==> config.mk <==
export PLATFORM = sky130hd
export DESIGN_NAME = opp_perf_control
export DESIGN_NICKNAME = d
export VERILOG_FILES = /design/src/pkg/opp_perf_pkg.sv /design/src/pkg/perf_pair_if.sv /design/src/rtl/perf_counter_bank.sv /design/src/rtl/opp_perf_control.sv
export SDC_FILE = /design/constraint.sdc
export NUM_CORES = 2
export LEC_CHECK = 0
export BUFFER_PORTS_ARGS = -buffer_cell sky130_fd_sc_hd__buf_4
export CAP_MARGIN = 20
export CORE_MARGIN = 3
export CORE_UTILIZATION = 61
export DETAILED_ROUTE_END_ITERATION = 8
export HOLD_SLACK_MARGIN = 0.03
export PLACE_DENSITY = 0.82
export SYNTH_ARGS = -nofsm -noshare
export SYNTH_HDL_FRONTEND = slang
export SYNTH_SLANG_ARGS = --single-unit
==> constraint.sdc <==
create_clock -name ref_clk -period 3.4 [get_ports ref_clk]
set_input_delay 0.17 -clock ref_clk [delete_from_list [all_inputs] [get_ports ref_clk]]
set_output_delay 0.17 -clock ref_clk [all_outputs]
set_load 0.01 [all_outputs]
==> src/pkg/opp_perf_pkg.sv <==
/*
  Shared constants, register map and types for the opportunistic
  performance control block and its per-processor counter bank.
  Assumes one model-register request port per package, addressed by
  register number, and a 250 MHz ref_clk for all logic.
*/
package opp_perf_pkg;

  // ---------------------------------------------------------------
  // register numbers
  // ---------------------------------------------------------------
  localparam logic [31:0] ADDR_FIXED_RATE  = 32'h0000_00E7;
  localparam logic [31:0] ADDR_ACTUAL_PERF = 32'h0000_00E8;
  localparam logic [31:0] ADDR_PERF_STATUS = 32'h0000_0198;
  localparam logic [31:0] ADDR_PERF_CTL    = 32'h0000_0199;
  localparam logic [31:0] ADDR_CORE_TICK   = 32'h0000_030A;
  localparam logic [31:0] ADDR_REF_TICK    = 32'h0000_030B;
  localparam logic [31:0] ADDR_MISC_ENABLE = 32'h0000_0400;
  localparam logic [31:0] ADDR_PLAT_INFO   = 32'h0000_0401;
  localparam logic [31:0] ADDR_TIMESTAMP   = 32'h0000_0402;

  // ---------------------------------------------------------------
  // field positions and reset values
  // ---------------------------------------------------------------
  localparam int          MISC_OPP_DISABLE_BIT = 38;
  localparam int          MISC_FREEZE_MGMT_BIT = 12;
  localparam int          CTL_HOLD_BIT         = 32;
  localparam int          OP_POINT_W           = 16;
  localparam int          PLAT_RATIO_LSB       = 8;
  localparam int          PLAT_RATIO_MSB       = 15;
  localparam logic        FREEZE_RESET         = 1'h0;
  localparam logic        HOLD_RESET           = 1'h0;
  localparam logic [15:0] TARGET_RESET         = 16'h0000;
  localparam logic [7:0]  BASE_RATIO_DEF       = 8'h10;

  // ---------------------------------------------------------------
  // counter read selectors and feature query
  // ---------------------------------------------------------------
  localparam logic [31:0] PMC_SEL_CORE        = 32'h4000_0001;
  localparam logic [31:0] PMC_SEL_REF         = 32'h4000_0002;
  localparam logic [31:0] QUERY_LEAF_POWER    = 32'h0000_0006;
  localparam int          QUERY_EAX_BOOST_BIT = 1;
  localparam int          QUERY_ECX_FB_BIT    = 0;

  // ---------------------------------------------------------------
  // timing
  // ---------------------------------------------------------------
  localparam int          BASE_CLK_KHZ   = 133330; // base clock, 133.33 MHz
  localparam logic [1:0]  STRAP_SETTLE   = 2'h3;   // fill of the 3-flop strap sync

  typedef enum logic [1:0] {
    CNT_ACTUAL = 2'b00,
    CNT_FIXED  = 2'b01,
    CNT_CORE   = 2'b10,
    CNT_REF    = 2'b11
  } cnt_sel_t;

  typedef enum logic [3:0] {
    RK_NONE   = 4'b0000,
    RK_STATUS = 4'b0001,
    RK_CTL    = 4'b0010,
    RK_ACTUAL = 4'b0011,
    RK_FIXED  = 4'b0100,
    RK_CORE   = 4'b0101,
    RK_REF    = 4'b0110,
    RK_MISC   = 4'b0111,
    RK_PLAT   = 4'b1000,
    RK_TSC    = 4'b1001
  } reg_kind_t;

  typedef enum logic {
    PH_STRAP = 1'b0,
    PH_RUN   = 1'b1
  } phase_t;

  // register number to register kind, shared by write and read paths
  function automatic reg_kind_t reg_kind(input logic [31:0] addr);
    reg_kind_t k;
    k = RK_NONE;
    unique case (addr)
      ADDR_PERF_STATUS: k = RK_STATUS;
      ADDR_PERF_CTL:    k = RK_CTL;
      ADDR_ACTUAL_PERF: k = RK_ACTUAL;
      ADDR_FIXED_RATE:  k = RK_FIXED;
      ADDR_CORE_TICK:   k = RK_CORE;
      ADDR_REF_TICK:    k = RK_REF;
      ADDR_MISC_ENABLE: k = RK_MISC;
      ADDR_PLAT_INFO:   k = RK_PLAT;
      ADDR_TIMESTAMP:   k = RK_TSC;
      default:          k = RK_NONE;
    endcase
    return k;
  endfunction : reg_kind

endpackage : opp_perf_pkg

==> src/pkg/perf_pair_if.sv <==
/*
  Carrier between the control block and one per-processor counter bank.
  Assumes both ends run on the same ref_clk.
*/
`timescale 1ns/1ps
interface perf_pair_if;
  import opp_perf_pkg::*;
  logic        count_en;   // processor active and not frozen
  logic        core_tick;  // one unhalted core clock tick
  logic        ref_tick;   // one unhalted reference tick
  logic        wr_en;      // software write to a counter
  cnt_sel_t    wr_sel;     // which counter is written
  logic [63:0] wdata;      // value written
  logic [63:0] actual;     // actual-performance count
  logic [63:0] fixed;      // fixed-rate count
  logic [63:0] core_cnt;   // unhalted core ticks
  logic [63:0] ref_cnt;    // unhalted reference ticks

  modport ctrl (output count_en, core_tick, ref_tick, wr_en, wr_sel, wdata,
                input  actual, fixed, core_cnt, ref_cnt);
  modport bank (input  count_en, core_tick, ref_tick, wr_en, wr_sel, wdata,
                output actual, fixed, core_cnt, ref_cnt);
endinterface : perf_pair_if

==> src/rtl/perf_counter_bank.sv <==
/*
  Four 64-bit performance counters of one logical processor.
  Assumes the controller gates count_en for idle and freeze conditions.
*/
`timescale 1ns/1ps
module perf_counter_bank
  import opp_perf_pkg::*;
(
  input  wire logic  ref_clk,  // reference clock
  input  wire logic  reset_n,  // async reset, active low
  perf_pair_if.bank  pif       // control and counts
);

  typedef struct packed {
    logic [63:0] actual;
    logic [63:0] fixed;
    logic [63:0] core_cnt;
    logic [63:0] ref_cnt;
  } bank_state_t;

  bank_state_t st_reg;
  bank_state_t st_next;
  logic        inc_a;
  logic        inc_f;

  // ---------------------------------------------------------------
  // next state
  // ---------------------------------------------------------------
  // a software write wins over a count in the same cycle
  always_comb begin
    st_next = st_reg;
    inc_a   = pif.count_en & pif.core_tick;
    inc_f   = pif.count_en & pif.ref_tick;
    // both clear together so the ratio stays meaningful after a wrap
    if ((inc_a && (&st_reg.actual)) || (inc_f && (&st_reg.fixed))) begin
      st_next.actual = 64'h0;
      st_next.fixed  = 64'h0;
    end else begin
      st_next.actual = st_reg.actual + 64'(inc_a);
      st_next.fixed  = st_reg.fixed + 64'(inc_f);
    end
    st_next.core_cnt = st_reg.core_cnt + 64'(inc_a);
    st_next.ref_cnt  = st_reg.ref_cnt + 64'(inc_f);
    if (pif.wr_en) begin
      unique case (pif.wr_sel)
        CNT_ACTUAL: st_next.actual   = pif.wdata;
        CNT_FIXED:  st_next.fixed    = pif.wdata;
        CNT_CORE:   st_next.core_cnt = pif.wdata;
        CNT_REF:    st_next.ref_cnt  = pif.wdata;
      endcase
    end
  end

  // ---------------------------------------------------------------
  // state register
  // ---------------------------------------------------------------
  always_ff @(posedge ref_clk or negedge reset_n) begin
    if (!reset_n) begin
      st_reg <= '0;
    end else begin
      st_reg <= st_next;
    end
  end

  assign pif.actual   = st_reg.actual;
  assign pif.fixed    = st_reg.fixed;
  assign pif.core_cnt = st_reg.core_cnt;
  assign pif.ref_cnt  = st_reg.ref_cnt;

endmodule : perf_counter_bank

==> src/rtl/opp_perf_control.sv <==
/*
  Opportunistic performance control: package enable, per-processor hold,
  boost eligibility, feature query, counter reads and timestamp.
  Assumes requests come from same-clock logic, one per cycle per port;
  only boost_capable is a pin strap and is synchronised.
*/
`timescale 1ns/1ps
module opp_perf_control
  import opp_perf_pkg::*;
#(
  parameter int         NUM_LP     = 2,              // logical processors
  parameter logic [7:0] BASE_RATIO = BASE_RATIO_DEF  // timestamp to base clock
) (
  input  wire logic                                    ref_clk,          // 250 MHz
  input  wire logic                                    reset_n,          // async, low
  input  wire logic                                    boost_capable,    // part strap
  input  wire logic                                    msr_req,          // register access
  input  wire logic                                    msr_write,        // 1 write, 0 read
  input  wire logic [$clog2(NUM_LP)-1:0]               msr_lp,           // target processor
  input  wire logic [31:0]                             msr_addr,         // register number
  input  wire logic [63:0]                             msr_wdata,        // write data
  output      logic                                    msr_ack,          // access done
  output      logic [63:0]                             msr_rdata,        // read data
  output      logic                                    msr_fault,        // bad access
  input  wire logic                                    pmc_req,          // counter read
  input  wire logic [$clog2(NUM_LP)-1:0]               pmc_lp,           // processor
  input  wire logic [31:0]                             pmc_sel,          // selector
  output      logic                                    pmc_ack,          // read done
  output      logic [63:0]                             pmc_data,         // counter value
  output      logic                                    pmc_fault,        // bad selector
  input  wire logic                                    query_req,        // feature query
  input  wire logic [31:0]                             query_leaf,       // leaf number
  output      logic                                    query_ack,        // query done
  output      logic [31:0]                             query_eax,        // first result
  output      logic [31:0]                             query_ecx,        // third result
  input  wire logic [NUM_LP-1:0]                       lp_active,        // processor in C0
  input  wire logic [NUM_LP-1:0]                       core_tick,        // core clock tick
  input  wire logic [NUM_LP-1:0]                       ref_tick,         // reference tick
  input  wire logic                                    base_tick,        // base clock tick
  input  wire logic                                    mgmt_mode_active, // handler running
  input  wire logic                                    headroom_ok,      // thermal headroom
  input  wire logic [NUM_LP-1:0]                       criteria_ok,      // internal criteria
  input  wire logic [NUM_LP-1:0][OP_POINT_W-1:0]       current_op_point, // live op point
  output      logic [NUM_LP-1:0]                       boost_eligible,   // may boost
  output      logic [NUM_LP-1:0]                       boost_engaged,    // boosting now
  output      logic [NUM_LP-1:0][OP_POINT_W-1:0]       target_op_point   // requested point
);

  localparam int LPW = $clog2(NUM_LP);

  // ---------------------------------------------------------------
  // state
  // ---------------------------------------------------------------
  typedef struct packed {
    phase_t                          phase;
    logic [1:0]                      settle;
    logic [2:0]                      strap_sync;
    logic                            capable;
    logic                            opp_disable;
    logic                            freeze_en;
    logic [NUM_LP-1:0]               hold;
    logic [NUM_LP-1:0][OP_POINT_W-1:0] target;
    logic [NUM_LP-1:0][OP_POINT_W-1:0] status;
    logic [63:0]                     tsc;
    logic [NUM_LP-1:0]               eligible;
    logic [NUM_LP-1:0]               engaged;
    logic                            msr_ack;
    logic [63:0]                     msr_rdata;
    logic                            msr_fault;
    logic                            pmc_ack;
    logic [63:0]                     pmc_data;
    logic                            pmc_fault;
    logic                            query_ack;
    logic [31:0]                     query_eax;
    logic [31:0]                     query_ecx;
  } ctl_state_t;

  ctl_state_t st_reg;
  ctl_state_t st_next;

  // per-processor counter values gathered from the banks
  logic [NUM_LP-1:0][63:0] lp_actual;
  logic [NUM_LP-1:0][63:0] lp_fixed;
  logic [NUM_LP-1:0][63:0] lp_core;
  logic [NUM_LP-1:0][63:0] lp_ref;
  logic                    counting_ok;
  logic                    lp_ok;
  logic                    pmc_lp_ok;
  reg_kind_t               kind;

  assign kind        = reg_kind(msr_addr);
  assign lp_ok       = (32'(msr_lp) < NUM_LP);
  assign pmc_lp_ok   = (32'(pmc_lp) < NUM_LP);
  // freezing only applies while the option is on and the handler runs
  assign counting_ok = ~(st_reg.freeze_en & mgmt_mode_active);

  // ---------------------------------------------------------------
  // counter banks, one per logical processor
  // ---------------------------------------------------------------
  for (genvar g = 0; g < NUM_LP; g++) begin : g_lp
    perf_pair_if pif ();

    assign pif.count_en  = lp_active[g] & counting_ok;
    assign pif.core_tick = core_tick[g];
    assign pif.ref_tick  = ref_tick[g];
    assign pif.wdata     = msr_wdata;
    // counter writes land on the same edge as the access is acknowledged
    assign pif.wr_en     = msr_req & msr_write & (32'(msr_lp) == g) &
                           ((kind == RK_ACTUAL) | (kind == RK_FIXED) |
                            (kind == RK_CORE) | (kind == RK_REF));
    always_comb begin
      unique case (kind)
        RK_FIXED: pif.wr_sel = CNT_FIXED;
        RK_CORE:  pif.wr_sel = CNT_CORE;
        RK_REF:   pif.wr_sel = CNT_REF;
        default:  pif.wr_sel = CNT_ACTUAL;
      endcase
    end

    assign lp_actual[g] = pif.actual;
    assign lp_fixed[g]  = pif.fixed;
    assign lp_core[g]   = pif.core_cnt;
    assign lp_ref[g]    = pif.ref_cnt;

    perf_counter_bank u_bank (
      .ref_clk (ref_clk),
      .reset_n (reset_n),
      .pif     (pif.bank)
    );
  end

  // ---------------------------------------------------------------
  // next state
  // ---------------------------------------------------------------
  always_comb begin
    st_next           = st_reg;
    st_next.msr_ack   = 1'b0;
    st_next.msr_fault = 1'b0;
    st_next.pmc_ack   = 1'b0;
    st_next.pmc_fault = 1'b0;
    st_next.query_ack = 1'b0;

    // strap sync; only the second and third stages are compared
    st_next.strap_sync = {st_reg.strap_sync[1:0], boost_capable};

    unique case (st_reg.phase)
      PH_STRAP: begin
        if (st_reg.settle != STRAP_SETTLE) begin
          st_next.settle = st_reg.settle + 2'h1;
        end else if (st_reg.strap_sync[2] == st_reg.strap_sync[1]) begin
          // disable bit comes up as 1 only on a capable part
          st_next.capable     = st_reg.strap_sync[2];
          st_next.opp_disable = st_reg.strap_sync[2];
          st_next.phase       = PH_RUN;
        end
      end
      PH_RUN: begin
        st_next.settle = st_reg.settle;
      end
    endcase

    // timestamp advances every base tick, also while processors idle
    if (base_tick) begin
      st_next.tsc = st_reg.tsc + 64'(BASE_RATIO);
    end

    // live operating point, kept apart from the hold bit
    st_next.status = current_op_point;

    // model register access
    if (msr_req) begin
      st_next.msr_ack   = 1'b1;
      st_next.msr_rdata = 64'h0;
      if (!lp_ok || kind == RK_NONE) begin
        st_next.msr_fault = 1'b1;
      end else if (msr_write) begin
        unique case (kind)
          RK_CTL: begin
            // whole register is taken, so software must read-modify-write
            st_next.target[msr_lp] = msr_wdata[OP_POINT_W-1:0];
            st_next.hold[msr_lp]   = msr_wdata[CTL_HOLD_BIT];
          end
          RK_MISC: begin
            // one package copy, whichever processor writes it
            st_next.opp_disable = msr_wdata[MISC_OPP_DISABLE_BIT];
            st_next.freeze_en   = msr_wdata[MISC_FREEZE_MGMT_BIT];
          end
          RK_ACTUAL, RK_FIXED, RK_CORE, RK_REF: begin
            st_next.msr_fault = 1'b0;
          end
          default: begin
            st_next.msr_fault = 1'b1; // read-only register
          end
        endcase
      end else begin
        unique case (kind)
          RK_STATUS: st_next.msr_rdata[OP_POINT_W-1:0] = st_reg.status[msr_lp];
          RK_CTL: begin
            st_next.msr_rdata[OP_POINT_W-1:0] = st_reg.target[msr_lp];
            st_next.msr_rdata[CTL_HOLD_BIT]   = st_reg.hold[msr_lp];
          end
          RK_ACTUAL: st_next.msr_rdata = lp_actual[msr_lp];
          RK_FIXED:  st_next.msr_rdata = lp_fixed[msr_lp];
          RK_CORE:   st_next.msr_rdata = lp_core[msr_lp];
          RK_REF:    st_next.msr_rdata = lp_ref[msr_lp];
          RK_MISC: begin
            st_next.msr_rdata[MISC_OPP_DISABLE_BIT] = st_reg.opp_disable;
            st_next.msr_rdata[MISC_FREEZE_MGMT_BIT] = st_reg.freeze_en;
          end
          RK_PLAT:   st_next.msr_rdata[PLAT_RATIO_MSB:PLAT_RATIO_LSB] = BASE_RATIO;
          RK_TSC:    st_next.msr_rdata = st_reg.tsc;
          default:   st_next.msr_fault = 1'b1;
        endcase
      end
    end

    // counter read instruction path
    if (pmc_req) begin
      st_next.pmc_ack  = 1'b1;
      st_next.pmc_data = 64'h0;
      if (!pmc_lp_ok) begin
        st_next.pmc_fault = 1'b1;
      end else if (pmc_sel == PMC_SEL_CORE) begin
        st_next.pmc_data = lp_core[pmc_lp];
      end else if (pmc_sel == PMC_SEL_REF) begin
        st_next.pmc_data = lp_ref[pmc_lp];
      end else begin
        st_next.pmc_fault = 1'b1;
      end
    end

    // feature query, power leaf only; other leaves answer zero
    if (query_req) begin
      st_next.query_ack = 1'b1;
      st_next.query_eax = 32'h0;
      st_next.query_ecx = 32'h0;
      if (query_leaf == QUERY_LEAF_POWER) begin
        st_next.query_eax[QUERY_EAX_BOOST_BIT] = st_reg.capable & ~st_reg.opp_disable;
        st_next.query_ecx[QUERY_ECX_FB_BIT]    = 1'b1;
      end
    end

    // eligibility gates on enable and hold; headroom and criteria_ok decide the rest
    for (int i = 0; i < NUM_LP; i++) begin
      st_next.eligible[i] = (st_reg.phase == PH_RUN) & st_reg.capable &
                            ~st_reg.opp_disable & ~st_reg.hold[i];
      // engaging may take the clock past the maximum qualified point
      st_next.engaged[i]  = st_reg.eligible[i] & headroom_ok & criteria_ok[i];
    end
  end

  // ---------------------------------------------------------------
  // state register
  // ---------------------------------------------------------------
  // every control bit takes a constant here; the strap is caught later
  always_ff @(posedge ref_clk or negedge reset_n) begin
    if (!reset_n) begin
      st_reg           <= '0;
      st_reg.phase     <= PH_STRAP;
      st_reg.freeze_en <= FREEZE_RESET;
      st_reg.hold      <= {NUM_LP{HOLD_RESET}};
      st_reg.target    <= {NUM_LP{TARGET_RESET}};
    end else begin
      st_reg <= st_next;
    end
  end

  // ---------------------------------------------------------------
  // outputs, all from flops
  // ---------------------------------------------------------------
  assign msr_ack         = st_reg.msr_ack;
  assign msr_rdata       = st_reg.msr_rdata;
  assign msr_fault       = st_reg.msr_fault;
  assign pmc_ack         = st_reg.pmc_ack;
  assign pmc_data        = st_reg.pmc_data;
  assign pmc_fault       = st_reg.pmc_fault;
  assign query_ack       = st_reg.query_ack;
  assign query_eax       = st_reg.query_eax;
  assign query_ecx       = st_reg.query_ecx;
  assign boost_eligible  = st_reg.eligible;
  assign boost_engaged   = st_reg.engaged;
  assign target_op_point = st_reg.target;

  // base clock rate is carried for software frequency estimates only
  localparam int UNUSED_BASE_KHZ = BASE_CLK_KHZ;

endmodule : opp_perf_control

==> impl_table.tex <==
\begin{tabular}{lr}
\hline
Metric & Value \\
\hline
\multicolumn{2}{l}{\textbf{Critical path}} \\
\quad Critical path capture point type & flop \\
\quad Endpoint of the worst-slack reg-to-reg timing path & g\_lp[1].u\_bank.pif.ref\_cnt[58] \\
\quad Crit path launch type & flop \\
\quad Data arrival time at the worst-slack endpoint & 3.75 ns \\
\quad Maximum fanout count along the critical path & 11 \\
\quad Reg2Reg Launch Point & st\_reg[331] \\
\quad Reg2Reg Setup Slack & 0.15 ns \\
\quad Critical path required time & 3.90 ns \\
\quad Worst reg2reg path depth & 13 \\
\quad Worst Path Class, Setup & flop to flop \\
\multicolumn{2}{l}{\textbf{Timing}} \\
\quad Number of pins with negative max-slew slack in the final report & 0 \\
\quad Final critical path time including I/O delays and setup & 3.253 ns \\
\quad Tcrit/Tclk final & 95.66\% \\
\quad Maximum operating frequency & 307.5 MHz \\
\quad Slew at the pin closest to its max-slew limit & 1.077 ns \\
\quad Setup tns final & 0 ns \\
\quad Final setup vio count & 0 \\
\quad Headroom to the max-slew limit & 28.17\% \\
\quad Worst clock skew & 0.02590 ns \\
\quad Final count of hold timing violations & 0 \\
\quad Unrepaired setup endpoints after global routing & no \\
\quad Final worst slack & 0.1475 ns \\
\multicolumn{2}{l}{\textbf{Route}} \\
\quad Routed length per placed instance & 25.71 um \\
\quad Avg Vias per Cell & 6.629 \\
\quad Iteration-0 DRC count of the detailed router & 6383 \\
\quad Antenna Violating Nets Remaining & 0 \\
\quad Met2 wire len & 73050 um \\
\quad Post-detailed-route DRC marker count & 0 \\
\quad Overall via count from detail\_route & 43010 \\
\quad Drt total wl & 166800 um \\
\quad Highest layer used for signal routing & met5 \\
\quad DR pass1 iterations & 9 \\
\quad DRT met1 WL & 61760 um \\
\quad Detailed route wirelength on metal3 & 23580 um \\
\multicolumn{2}{l}{\textbf{CTS}} \\
\quad Number of sinks handled by clock tree synthesis & 786 \\
\quad H-tree level count & 3 \\
\quad Buffers inserted by post-CTS timing repair & 0 \\
\quad Worst-Skew Late Latency & 0.64 ns \\
\quad Maximum buffer depth of the clock tree & 3 \\
\quad Cell chosen for the clock root & clkbuf\_16 \\
\quad Num CTS Buffers & 86 \\
\quad Clock tree from TritonCTS & built \\
\quad Clock-pin slew reported for the worst setup and hold paths after clock tree synthesis & 0.07 ns \\
\multicolumn{2}{l}{\textbf{Power}} \\
\quad Sequential cell fraction of total power & 45.1\% \\
\quad Worst IR Drop VDD & 349.8 uV \\
\quad Internal cell power & 16.86 mW \\
\quad Power per cell area & 412.3 nW/um\^{}2 \\
\quad Combinational group share of total power & 10.1\% \\
\quad Static leakage & 23.56 nW \\
\quad Switching power & 5.896 mW \\
\quad Net Sw Frac & 25.91\% \\
\quad Portion of total power attributed to the clock network & 44.8\% \\
\multicolumn{2}{l}{\textbf{Floorplan}} \\
\quad I/O pin count & 445 \\
\quad Starting density of the core & 61.82\% \\
\quad Area of the core & 77850 um\^{}2 \\
\quad Placement row count & 102 \\
\quad Die height & 286.9 um \\
\quad Width of the die & 286.9 um \\
\quad Die Outline Area & 82300 um\^{}2 \\
\multicolumn{2}{l}{\textbf{Logic synthesis}} \\
\quad Cell type with the largest total area after synthesis & dfrtp\_1 \\
\quad Fraction of registers with async set/reset & 100.0\% \\
\quad Area share of the leading cell type in the synthesized netlist & 40.87\% \\
\quad Number of enable-type register cells in the synthesized netlist & 0 \\
\quad Number of standard cells after synthesis & 5170 \\
\quad Top FF cell, synth & dfrtp\_1 \\
\quad Synth area leaders & dfrtp\_1 (41\%), xnor2\_1 (6.2\%), mux2i\_1 (5.1\%) \\
\quad Avg Synthesized Cell Area & 9.308 um\^{}2 \\
\quad Sequential-to-total area share from yosys stat & 40.87\% \\
\quad Yosys warns & 0 \\
\quad Post-synthesis register bit count & 786 \\
\quad Count of distinct cell types in the synthesized netlist & 62 \\
\quad Netlist area before placement & 48120 um\^{}2 \\
\multicolumn{2}{l}{\textbf{Cells and area}} \\
\quad Most frequent cells in the layout & dfrtp\_1 (786), buf\_4 (516), nand2\_1 (462) \\
\quad Number of nets in the finished design & 5606 \\
\quad Final instance count without filler cells & 6488 \\
\quad Commonest non-fill, non-tap cell in the layout & dfrtp\_1 \\
\quad Share of post-route cells with drive strength above 1 & 16.33\% \\
\quad Syn-to-layout area delta & 14.70\% \\
\quad Utilization after layout & 70.90\% \\
\multicolumn{2}{l}{\textbf{Min path}} \\
\quad End point of the most critical hold path & query\_eax[1] \\
\quad Hold path startpoint & query\_leaf[21] \\
\quad Worst Hold Depth & 4 \\
\quad Class of the worst hold path & primary input to flop \\
\multicolumn{2}{l}{\textbf{Run}} \\
\quad Maxcap violations & 0 \\
\multicolumn{2}{l}{\textbf{GRT}} \\
\quad Largest net degree at the start of global routing & 87 \\
\quad Wire length of the first global-routing pass & 251600 um \\
\quad Overall global routing resource usage & 39.84\% \\
\quad Via count of the first global-routing pass & 41670 \\
\quad Antenna violations before repair & 7 \\
\quad GRT overflow & 0 \\
\multicolumn{2}{l}{\textbf{Run status}} \\
\quad Outcome & finished clean \\
\multicolumn{2}{l}{\textbf{Placed design}} \\
\quad Detailed placement HPWL & 118000 um \\
\quad Number of I/O port buffers & 382 \\
\quad Dpl cells & 6219 \\
\quad Gp weighted congestion & 1.003 \\
\quad Placement Setup Slack & 0.2188 ns \\
\hline
\end{tabular}
==> worst max-delay path, cell delays in order (launching register included) <==
cell	delay [ns]
dfrtp_1	0.40
nand2_1	0.19
nand3_1	0.15
inv_1	0.20
ha_1	0.29
ha_1	0.26
nand2_1	0.09
nor3_1	0.32
buf_4	0.27
nand4_1	0.12
buf_4	0.23
nor3_1	0.30
xnor2_1	0.17
a21oi_1	0.09
==> routing by layer <==
layer	global-route usage [%]	vias up
li1	-	18610
met2	59.54	3026
met3	13.24	599
met5	0	-
met4	17.55	2
met1	53.04	20770
==> layout make-up <==
class | count | area, um^2
multi-input combinational | 3715 | 25110
fill | 5679 | 22650
sequential | 786 | 19670
timing repair buffer | 656 | 5577
clock buffer | 117 | 2462
tap | 1040 | 1301
clock inverter | 38 | 573.1
inverter | 131 | 491.7
antenna | 5 | 12.51
==> worst max-delay path by stage <==
stage,from,to,slack [ns],cells after the start
final,st_reg[331],g_lp[1].u_bank.pif.ref_cnt[58],0.15,13
after global routing,st_reg[331],g_lp[0].u_bank.pif.actual[51],0.03,9
after CTS,st_reg[331],g_lp[0].u_bank.pif.ref_cnt[62],0.17,13
after detailed placement,st_reg[331],g_lp[0].u_bank.pif.actual[62],0.22,10
after global placement,st_reg[331],g_lp[0].u_bank.pif.actual[62],0.24,10
after floorplan,st_reg[331],g_lp[0].u_bank.pif.ref_cnt[60],0.71,13
==> Yosys cell counts (all sizes together), types with 127 or more instances <==
cell type and n:
a21oi 202, nand2 462, o21ai 183, dfrtp 786
xnor2 342, xor2 216, nand3 217, nor2 368
inv 131, nor4 127, nor3 190, mux2i 244
nand4 171, clkbuf 310, buf 289
==> stage by stage <==
step | power (mW) | instance area [um^2] | hold slack, ns
after floorplan | 11.50 | 48350 | -0.1256
after global placement | 12.42 | 51050 | 0.2449
after detailed placement | 12.49 | 51050 | 0.2385
after CTS | 22.66 | 55160 | 0.06361
after global routing | 23.35 | 55190 | 0.1036
final | 22.76 | 55200 | 0.08307
==> logic make-up after synthesis <==
logic type	after synthesis	share of synthesized area, %
fa+ha+maj	18	0.4680
simple gates	1832	19.15
mux	398	10.18
flops	786	40.87
buf+inv	730	7.691
other cells	1	0.007792
xor+xnor	558	10.16
compound gates	847	11.48
==> repair_timing <==
| item | CTS | global route |
|---|---|---|
| resized for setup | 0 | 4 |
| setup endpoints to repair | 0 | 20 |
| hold endpoints to repair | 665 | 0 |
| hold buffers | 108 | 0 |
==> power groups by stage <==
stage / sequential (mW) / combinational, mW / clock (mW)
detailed placement: 10.4 / 2.12 / 0
CTS: 10.2 / 2.23 / 10.2
global placement: 10.3 / 2.07 / 0
floorplan: 10.2 / 1.28 / 0
global route: 10.3 / 2.45 / 10.6
finish: 10.3 / 2.31 / 10.2
Note: power is estimated with default switching activity, not from simulation.
